[src/pkg/eif_consts.vh]
// Constants for the external interrupt front end
`ifndef EIF_CONSTS_VH
`define EIF_CONSTS_VH

// ----------------------------------------------------------------
// Clock rates
// ----------------------------------------------------------------
`define EIF_FC_HZ        64'd50000000
`define EIF_CLK_HZ       64'd50000000

// ----------------------------------------------------------------
// Noise reject times, in periods of fc
// ----------------------------------------------------------------
`define EIF_REJ_AF_FC    64'd2
`define EIF_REJ_B_SH_FC  64'd15
`define EIF_REJ_B_LG_FC  64'd63
`define EIF_REJ_CDE_FC   64'd7

// ----------------------------------------------------------------
// Control register location and fields
// ----------------------------------------------------------------
`define EIF_CFG_ADDR     8'h37
`define EIF_CFG_RST      8'h00
`define EIF_BIT_FSEL     7
`define EIF_BIT_PFUNC    6
`define EIF_E_HI         5
`define EIF_E_LO         4
`define EIF_D_HI         3
`define EIF_D_LO         2
`define EIF_BIT_C        1
`define EIF_BIT_B        0

// ----------------------------------------------------------------
// Edge modes
// ----------------------------------------------------------------
`define EIF_MODE_RISE    2'h0
`define EIF_MODE_FALL    2'h1
`define EIF_MODE_BOTH    2'h2
`define EIF_MODE_HIGH    2'h3

// ----------------------------------------------------------------
// Opcodes and memory areas
// ----------------------------------------------------------------
`define EIF_SOFT_TRAP_OP 8'hFF
`define EIF_SFR_LO       16'h0000
`define EIF_SFR_HI       16'h003F
`define EIF_DBR_LO       16'h1F80
`define EIF_DBR_HI       16'h1FFF
`define EIF_SETTLE_W     2
`define EIF_CNT_W        8

`endif

[src/core/eif_noise_filter.v]
// Pin synchroniser and digital noise reject filter
`timescale 1ns/1ps
module eif_noise_filter #(
  parameter CNT_W = 8
) (
  clk_sys,
  nrst,
  pin_raw,
  reject_cnt,
  level_q,
  settled_q
);
  input  wire             clk_sys;
  input  wire             nrst;
  input  wire             pin_raw;
  input  wire [CNT_W-1:0] reject_cnt;
  output reg              level_q;
  output reg              settled_q;

  reg             meta_q;
  reg             sync_q;
  reg             seen_q;
  reg [CNT_W-1:0] cnt_q;

  // ----------------------------------------------------------------
  // Two-stage synchroniser, first stage read only by the second
  // ----------------------------------------------------------------
  // No reset: the stages follow an idle pin through reset, so a pin
  // that rests high gives no false edge when reset lifts
  always @(posedge clk_sys) begin
    meta_q <= pin_raw;
    sync_q <= meta_q;
  end

  // Level changes only after it stood stable for reject_cnt cycles
  always @(posedge clk_sys) begin
    if (!nrst) begin
      level_q   <= 1'b0;
      cnt_q     <= {CNT_W{1'b0}};
      seen_q    <= 1'b0;
      settled_q <= 1'b0;
    end else if (!settled_q) begin
      // First sample after reset loads the level with no edge
      seen_q    <= 1'b1;
      settled_q <= seen_q;
      level_q   <= sync_q;
    end else if (sync_q == level_q) begin
      cnt_q <= {CNT_W{1'b0}};
    end else if (cnt_q + 1'b1 >= reject_cnt) begin
      level_q <= sync_q;
      cnt_q   <= {CNT_W{1'b0}};
    end else begin
      cnt_q <= cnt_q + 1'b1;
    end
  end
endmodule // eif_noise_filter

[src/core/eif_edge_detect.v]
// Edge and level event detector on a filtered line
`timescale 1ns/1ps
`include "eif_consts.vh"
module eif_edge_detect (
  clk_sys,
  nrst,
  level,
  settled,
  mode,
  event_q
);
  input  wire       clk_sys;
  input  wire       nrst;
  input  wire       level;
  input  wire       settled;
  input  wire [1:0] mode;
  output reg        event_q;

  reg  prev_q;
  reg  armed_q;
  wire rise;
  wire fall;

  assign rise = settled & level & ~prev_q;
  assign fall = settled & ~level & prev_q;

  // ----------------------------------------------------------------
  // Previous level, arm flag for level mode, event decode
  // ----------------------------------------------------------------
  always @(posedge clk_sys) begin
    if (!nrst) begin
      prev_q  <= 1'b0;
      armed_q <= 1'b0;
      event_q <= 1'b0;
    end else begin
      // Track the level through the settle window, so the first
      // settled cycle compares like with like and sees no edge
      prev_q <= level;
      if (rise)
        armed_q <= 1'b1;
      case (mode)
        `EIF_MODE_RISE: event_q <= rise;
        `EIF_MODE_FALL: event_q <= fall;
        `EIF_MODE_BOTH: event_q <= rise | fall;
        `EIF_MODE_HIGH: event_q <= settled & level & (armed_q | rise);
        default:        event_q <= 1'b0;
      endcase
    end
  end
endmodule // eif_edge_detect

[src/core/eif_front_end.v]
// External interrupt request front end with soft trap and fetch checks
`timescale 1ns/1ps
`include "eif_consts.vh"

// Overview of operation
// - Soft trap opcode raises top priority soft trap request immediately.
// - During non-maskable service the soft trap opcode is a plain no-op.
// - Single chip fetch from absent memory returns FF, raising a soft trap.
// - Fetch from RAM, buffer area or register area raises address trap reset.
// - Six external lines, each with its own noise reject filter.
// - Line a pin comes up from reset as a port bit.
// - Lines a and f trigger on falling edge; reject under 2, accept 6 fc.
// - With pin function 0 a falling edge on line a sets no latch.
// - Pin function bit: 0 port, 1 interrupt; port bit set input first.
// - Line b accepts 48 fc pulses short, 192 fc pulses long.
// - Line b filter select 0 rejects under 63 fc, 1 under 15 fc.
// - Lines c to e reject under 7 fc and accept 24 fc.
// - Latch set within 49 or 193 fc for b, 25 fc for c to e.
// - One-bit edge select of lines b, c: 0 rising, 1 falling.
// - Two-bit edge select of d, e: rising, falling, both, high level.
// - Line e high level needs a rising edge after reset release.
// - New line b reject time acts within 64 fc of the write.
// - Driving a shared pin may fake a request; software masks it.
// - Config bit 7 filter select, bit 6 pin function, reset zero.
// - A set latch holds until accepted, reset or cleared by instruction.
module eif_front_end #(
  parameter [15:0] RAM_LO  = 16'h0040,
  parameter [15:0] RAM_HI  = 16'h083F,
  parameter [15:0] ROM_LO  = 16'hC000,
  parameter [15:0] ROM_HI  = 16'hFFFF,
  parameter        N_LINES = 6
) (
  clk_sys,
  nrst,
  ext_irq_pins,
  sfr_addr,
  sfr_wr,
  sfr_rd,
  sfr_wdata,
  sfr_rdata,
  irq_accept,
  irq_clear,
  irq_request,
  inst_exec,
  inst_opcode,
  nmi_in_service,
  soft_accept,
  soft_trap_request,
  no_operation,
  single_chip_mode,
  fetch_req,
  fetch_addr,
  mem_rdata,
  fetch_data,
  address_error,
  addr_trap_reset,
  shared_port_bit_a_is_port
);
  input  wire               clk_sys;
  input  wire               nrst;
  input  wire [N_LINES-1:0] ext_irq_pins;     // Bit 0 line a .. bit 5 line f
  input  wire [7:0]         sfr_addr;
  input  wire               sfr_wr;
  input  wire               sfr_rd;
  input  wire [7:0]         sfr_wdata;
  output reg  [7:0]         sfr_rdata;
  input  wire [N_LINES-1:0] irq_accept;       // Acceptance clears a latch
  input  wire [N_LINES-1:0] irq_clear;        // Instruction clears a latch
  output wire [N_LINES-1:0] irq_request;
  input  wire               inst_exec;        // Opcode executed this cycle
  input  wire [7:0]         inst_opcode;
  input  wire               nmi_in_service;
  input  wire               soft_accept;
  output reg                soft_trap_request;
  output reg                no_operation;
  input  wire               single_chip_mode;
  input  wire               fetch_req;
  input  wire [15:0]        fetch_addr;
  input  wire [7:0]         mem_rdata;
  output reg  [7:0]         fetch_data;
  output reg                address_error;
  output reg                addr_trap_reset;
  output wire               shared_port_bit_a_is_port;

  // ----------------------------------------------------------------
  // Reject counts in clock cycles, rounded up from fc periods
  // ----------------------------------------------------------------
  localparam [63:0] REJ_AF_64 =
    (`EIF_REJ_AF_FC * `EIF_CLK_HZ + `EIF_FC_HZ - 64'd1) / `EIF_FC_HZ;
  localparam [63:0] REJ_BS_64 =
    (`EIF_REJ_B_SH_FC * `EIF_CLK_HZ + `EIF_FC_HZ - 64'd1) / `EIF_FC_HZ;
  localparam [63:0] REJ_BL_64 =
    (`EIF_REJ_B_LG_FC * `EIF_CLK_HZ + `EIF_FC_HZ - 64'd1) / `EIF_FC_HZ;
  localparam [63:0] REJ_CDE_64 =
    (`EIF_REJ_CDE_FC * `EIF_CLK_HZ + `EIF_FC_HZ - 64'd1) / `EIF_FC_HZ;
  localparam [`EIF_CNT_W-1:0] REJ_AF  = REJ_AF_64[`EIF_CNT_W-1:0];
  localparam [`EIF_CNT_W-1:0] REJ_BS  = REJ_BS_64[`EIF_CNT_W-1:0];
  localparam [`EIF_CNT_W-1:0] REJ_BL  = REJ_BL_64[`EIF_CNT_W-1:0];
  localparam [`EIF_CNT_W-1:0] REJ_CDE = REJ_CDE_64[`EIF_CNT_W-1:0];

  // Line indices
  localparam LN_A = 0;
  localparam LN_B = 1;
  localparam LN_C = 2;
  localparam LN_D = 3;
  localparam LN_E = 4;
  localparam LN_F = 5;

  reg  [7:0]                  cfg_q;
  reg  [7:0]                  cfg_d;
  reg  [N_LINES-1:0]          latch_q;
  reg  [N_LINES-1:0]          latch_d;
  reg  [`EIF_CNT_W-1:0]       rej_cnt [0:N_LINES-1];
  reg  [1:0]                  mode    [0:N_LINES-1];
  wire [N_LINES-1:0]          filt_level;
  wire [N_LINES-1:0]          filt_settled;
  wire [N_LINES-1:0]          line_event;
  wire [N_LINES-1:0]          line_gate;
  wire                        cfg_sel;
  wire                        fsel;
  wire                        pfunc;
  wire                        is_sfr;
  wire                        is_dbr;
  wire                        is_ram;
  wire                        in_rom;
  wire                        absent;
  wire                        trap_exec;
  integer                     k;

  // ----------------------------------------------------------------
  // Register access at the documented location
  // ----------------------------------------------------------------
  assign cfg_sel = (sfr_addr == `EIF_CFG_ADDR);
  assign fsel    = cfg_q[`EIF_BIT_FSEL];
  assign pfunc   = cfg_q[`EIF_BIT_PFUNC];

  // Next value of the control register
  always @* begin
    cfg_d = cfg_q;
    if (sfr_wr && cfg_sel)
      cfg_d = sfr_wdata;
  end

  // Control register, zero after reset so line a is a port bit
  always @(posedge clk_sys) begin
    if (!nrst)
      cfg_q <= `EIF_CFG_RST;
    else
      cfg_q <= cfg_d;
  end

  // Read data, registered; other addresses read as zero
  always @(posedge clk_sys) begin
    if (!nrst)
      sfr_rdata <= 8'h00;
    else if (sfr_rd && cfg_sel)
      sfr_rdata <= cfg_q;
    else
      sfr_rdata <= 8'h00;
  end

  // Pin function bit picks port use (0) or interrupt use (1)
  assign shared_port_bit_a_is_port = ~pfunc;

  // ----------------------------------------------------------------
  // Per-line reject time and edge mode
  // ----------------------------------------------------------------
  always @* begin
    for (k = 0; k < N_LINES; k = k + 1) begin
      rej_cnt[k] = REJ_CDE;
      mode[k]    = `EIF_MODE_FALL;
    end
    rej_cnt[LN_A] = REJ_AF;
    rej_cnt[LN_F] = REJ_AF;
    // Selection takes effect on the next count, well inside 64 fc
    rej_cnt[LN_B] = fsel ? REJ_BS : REJ_BL;
    mode[LN_A]    = `EIF_MODE_FALL;
    mode[LN_F]    = `EIF_MODE_FALL;
    mode[LN_B]    = {1'b0, cfg_q[`EIF_BIT_B]};
    mode[LN_C]    = {1'b0, cfg_q[`EIF_BIT_C]};
    mode[LN_D]    = cfg_q[`EIF_D_HI:`EIF_D_LO];
    mode[LN_E]    = cfg_q[`EIF_E_HI:`EIF_E_LO];
  end

  // ----------------------------------------------------------------
  // One filter and one edge detector per line
  // ----------------------------------------------------------------
  genvar g;
  generate
    for (g = 0; g < N_LINES; g = g + 1) begin : g_line
      // Pin passes two flops, then the filter, then the detector
      eif_noise_filter #(
        .CNT_W      (`EIF_CNT_W)
      ) u_filt (
        .clk_sys    (clk_sys),
        .nrst       (nrst),
        .pin_raw    (ext_irq_pins[g]),
        .reject_cnt (rej_cnt[g]),
        .level_q    (filt_level[g]),
        .settled_q  (filt_settled[g])
      );

      // High level mode waits for a rising edge after reset
      eif_edge_detect u_edge (
        .clk_sys    (clk_sys),
        .nrst       (nrst),
        .level      (filt_level[g]),
        .settled    (filt_settled[g]),
        .mode       (mode[g]),
        .event_q    (line_event[g])
      );

      // Only line a is gated by its pin function
      if (g == LN_A) begin : g_gate_a
        assign line_gate[g] = line_event[g] & pfunc;
      end else begin : g_gate_n
        // Shared pins driven as outputs still reach the latch; masked by enables
        assign line_gate[g] = line_event[g];
      end
    end
  endgenerate

  // ----------------------------------------------------------------
  // Request latches: set wins over accept or clear
  // ----------------------------------------------------------------
  always @* begin
    latch_d = (latch_q & ~(irq_accept | irq_clear)) | line_gate;
  end

  // Latch set one cycle after the event, inside the signal time
  always @(posedge clk_sys) begin
    if (!nrst)
      latch_q <= {N_LINES{1'b0}};
    else
      latch_q <= latch_d;
  end

  assign irq_request = latch_q;

  // ----------------------------------------------------------------
  // Soft trap opcode: request unless non-maskable service runs
  // ----------------------------------------------------------------
  assign trap_exec = inst_exec && (inst_opcode == `EIF_SOFT_TRAP_OP);

  // Request held until the CPU accepts it; new trap wins the clear
  always @(posedge clk_sys) begin
    if (!nrst) begin
      soft_trap_request <= 1'b0;
      no_operation      <= 1'b0;
    end else begin
      if (trap_exec && !nmi_in_service)
        soft_trap_request <= 1'b1;
      else if (soft_accept)
        soft_trap_request <= 1'b0;
      no_operation <= trap_exec && nmi_in_service;
    end
  end

  // ----------------------------------------------------------------
  // Fetch address checks
  // ----------------------------------------------------------------
  assign is_sfr = (fetch_addr >= `EIF_SFR_LO) && (fetch_addr <= `EIF_SFR_HI);
  assign is_dbr = (fetch_addr >= `EIF_DBR_LO) && (fetch_addr <= `EIF_DBR_HI);
  assign is_ram = (fetch_addr >= RAM_LO) && (fetch_addr <= RAM_HI);
  assign in_rom = (fetch_addr >= ROM_LO) && (fetch_addr <= ROM_HI);
  assign absent = single_chip_mode && !in_rom && !is_sfr && !is_dbr && !is_ram;

  // Absent memory reads back as the soft trap opcode
  always @(posedge clk_sys) begin
    if (!nrst) begin
      fetch_data      <= 8'h00;
      address_error   <= 1'b0;
      addr_trap_reset <= 1'b0;
    end else begin
      if (fetch_req)
        fetch_data <= absent ? `EIF_SOFT_TRAP_OP : mem_rdata;
      address_error   <= fetch_req && absent;
      addr_trap_reset <= fetch_req && (is_sfr || is_dbr || is_ram);
    end
  end
endmodule // eif_front_end

[config.mk]
export PLATFORM = sky130hd
export DESIGN_NAME = eif_front_end
export DESIGN_NICKNAME = d
export VERILOG_FILES = /design/src/core/eif_noise_filter.v /design/src/core/eif_edge_detect.v /design/src/core/eif_front_end.v
export VERILOG_INCLUDE_DIRS = /design/src /design/src/pkg
export SDC_FILE = /design/constraint.sdc
export NUM_CORES = 1
export LEC_CHECK = 0
export ABC_AREA = 1
export BUFFER_PORTS_ARGS = -buffer_cell sky130_fd_sc_hd__buf_2
export CORE_ASPECT_RATIO = 0.6
export CORE_MARGIN = 2
export CORE_UTILIZATION = 55
export DETAILED_ROUTE_END_ITERATION = 8
export GPL_TIMING_DRIVEN = 0
export PLACE_DENSITY_LB_ADDON = 0.3
export SLEW_MARGIN = 10
export SYNTH_ARGS = -nofsm -noshare
export SYNTH_HDL_FRONTEND = slang
export SYNTH_SLANG_ARGS = --single-unit
[constraint.sdc]
create_clock -name clk_sys -period 4.6 [get_ports clk_sys]
set_input_delay 0.46 -clock clk_sys [delete_from_list [all_inputs] [get_ports clk_sys]]
set_output_delay 0.46 -clock clk_sys [all_outputs]
set_load 0.01 [all_outputs]
==> results.toml <==
[run_status]
status = "complete, no violations"

[critical_path]
path_cells = "ha_1 -> nand2_1 -> nor2_1 -> xnor2_1 -> inv_1 -> ha_1 -> nand3_1 -> nor2_1 -> nand2_1 -> nand2_2 -> inv_1 -> nand3_1 -> nand2_1 -> nor2_1"
end_kind = "flip-flop"
crit_required_ns = 4.96
path_class = "flip-flop to flip-flop"
max_stage_delay_ns = 0.40
start_kind = "flip-flop"
path_max_fanout = 5
crit_slowest_cell = "dfxtp_1"
arrival_ns = 2.45

[die]
die_h_um = 77.1
die_w_um = 126
fp-row-count = 26
core-area_um2 = 8590
io_pins = 102
fp.dieArea_um2 = 9700
initial_core_util = 0.570

[yosys]
synth_top_area_frac = 0.515
syn_area_per_cell_um2 = 7.78
postSynthCellCount = 629
synth_warnings = 0
synth_area_leaders = "dfxtp_1, nor2_1, nand2_1"
syn_nets = 718
yosysSeqAreaShare = 0.515
ys_seq_elements = 126
syn_area_um2 = 4900
yosys.area.top_type = "dfxtp_1"
ys_types = 34

[clock_tree]
ctsHoldBuffers = 0
post_cts_resized = 0
htree_levels = 4
path_clk_slew_ns = 0.06
cts_buffer_depth = 2
cts_tree = "done"
cts.sinks = 126
clk_latency_ns = 0.42
cts_buffers = 17
cts_setup_buffers = 0
clockRootBuffer = "clkbuf_16"

[routing]
drtPass1Iterations = 5
drt_iter0_markers = 362
via_per_inst = 5.03
ant_nets = 0
wirelength_um = 11100
drc = 0
via_count = 4362
avgRoutedWirePerCell_um = 12.9

[placement]
hpwl_um = 7910
dp_cells = 835
routabilityCongestion = 0.877
io_buffer_count = 94

[min_path]
hp-class = "primary input to flip-flop"

[power_and_ir_drop]
power.leakage_nw = 2.77
comb_power_share = 0.060
netSwitchingFraction = 0.230
p_per_area_nw_per_um2 = 435
p_clk_frac = 0.504
peakVddDrop_v = 0.000284
pwr-share-seq = 0.435
internal_power_w = 0.00204
p_sw_w = 0.000612

[sta]
finalCriticalPeriod_ns = 2.09
setup_viol = 0
tightest_slew_ns = 0.602
grt_setup_unrepaired = "false"
post-route-period-util = 0.455
skew_ns = 0.00562
timing.fmax_ghz = 0.478
timing_hold_violations_final = 0
drv_slew = 0
slew_headroom = 0.598
fin_tns_setup_ns = 0

[layout]
final_common_cell = "nor2_1"
layout_common_cells = "nor2_1, dfxtp_1, nand2_1"
areaGrowthSynthToFinish_pct = 24.7
finalNetCount = 831
drive_above_1_share = 0.196
antenna-diode-count = 0
fill_cells = 673
layout.cells.non_filler = 867

[grt]
grt_use_total = 0.243
grt_max_degree = 17
antenna_found_initial = 0
grt_pass1_wl_um = 18800
grt-ovfl-total = 0
grt_pass1_vias = 4183

[run]
maxCapViolations = 0
-- layout make-up --
cell class	count	area, µm²	area share
Inverter	90	338	0.0553
Clock buffer	18	429	0.0703
Buffer	10	61.3	0.0100
Timing Repair Buffer	94	470	0.0770
Clock inverter	14	170	0.0279
Sequential cell	126	2520	0.413
Multi-Input combinational cell	403	1970	0.323
Tap cell	112	140	0.0230
-- layer usage --
metal | routed length [µm] | track usage | vias to the layer above
li1 | - | - | 2221
met1 | 5050 | 0.306 | 1966
met2 | 5110 | 0.393 | 143
met3 | 752 | 0.0754 | 32
met4 | 231 | 0.0934 | 0
met5 | 0 | 0 | -
-- worst max-delay path, delay by kind of cell, from the launching register on --
family	cells	cell delay, ns
xor gates and xnor gates	1	0.13
adders and majority gates	2	0.47
DFF	1	0.40
buffers and inverters	2	0.12
and+or+nand+nor	9	0.90
-- metrics by stage --
step | utilization | hold WS, ns | power, W | cell area, µm² | setup WS, ns
final | 0.711 | 0.137 | 0.00265 | 6110 | 2.51
after global routing | 0.711 | 0.124 | 0.00275 | 6110 | 2.28
after CTS | 0.711 | 0.125 | 0.00267 | 6110 | 2.52
after detailed placement | 0.641 | 0.312 | 0.00134 | 5510 | 2.57
after global placement | 0.641 | 0.311 | 0.00133 | 5510 | 2.66
after floorplan | - | 0.310 | 0.00127 | 4900 | 2.84
-- worst paths after layout --
kind / slack [ns] / depth (start not counted) / startpoint / to
worst max-delay path: 2.51 / 14 / g_line[1].u_filt.cnt_q[1] / g_line[1].u_filt.level_q
worst min-delay path: 0.14 / 1 / ext_irq_pins[5] / g_line[5].u_filt.meta_q
worst max register to register: 2.51 / 14 / g_line[1].u_filt.cnt_q[1] / g_line[1].u_filt.level_q
worst min register to register: 0.33 / 0 / g_line[2].u_filt.meta_q / g_line[2].u_filt.sync_q
-- state kept, by name, indices dropped and copies added (netlist names), 8 cells and up --
name                 count
cfg_q                    8
g_line.u_filt.cnt_q     48
sfr_rdata                8
fetch_data               8
-- synth_stat cells --
library cell / instances
a211oi_2: 2
nor3_1: 12
nor2_1: 129
buf_1: 1
nor4_1: 4
nor3_2: 1
dfxtp_1: 126
clkbuf_1: 2
o22ai_1: 1
nor3b_2: 1
nand2_2: 4
a21oi_1: 36
nor2_2: 2
nand2_1: 106
inv_2: 1
nand4_1: 12
nor3b_1: 1
a211oi_1: 6
xor2_1: 6
buf_6: 1
nand3b_1: 1
xnor2_1: 6
buf_2: 5
nor2_4: 2
ha_1: 14
nand3_2: 1
or2_2: 2
nand3_1: 26
inv_1: 88
o21ai_0: 26
a21boi_0: 1
clkbuf_8: 1
clkinv_1: 1
o21a_1: 1
-- power by group through the flow --
| stage | Sequential [W] | Clock (W) | Combinational (W) |
|---|---|---|---|
| 3_3_place_gp | 0.00118 | 0 | 0.000150 |
| 4_1_cts | 0.00115 | 0.00136 | 0.000160 |
| 2_1_floorplan | 0.00117 | 0 | 0.0000922 |
| 6_report | 0.00116 | 0.00134 | 0.000160 |
| 5_1_grt | 0.00116 | 0.00141 | 0.000183 |
| 3_5_place_dp | 0.00118 | 0 | 0.000158 |
-- cells by family (layout without fill, tap and decap cells) --
kind of cell    count (synthesis)  after routing  share of synthesized area
compound gates                 73             73                     0.0820
buf+inv                       100            226                     0.0815
xor+xnor                       12             12                     0.0215
simple gates                  304            304                      0.264
fa+ha+maj                      14             14                     0.0358
flops                         126            126                      0.515
No activity file was read; power rests on OpenSTA's default activity.
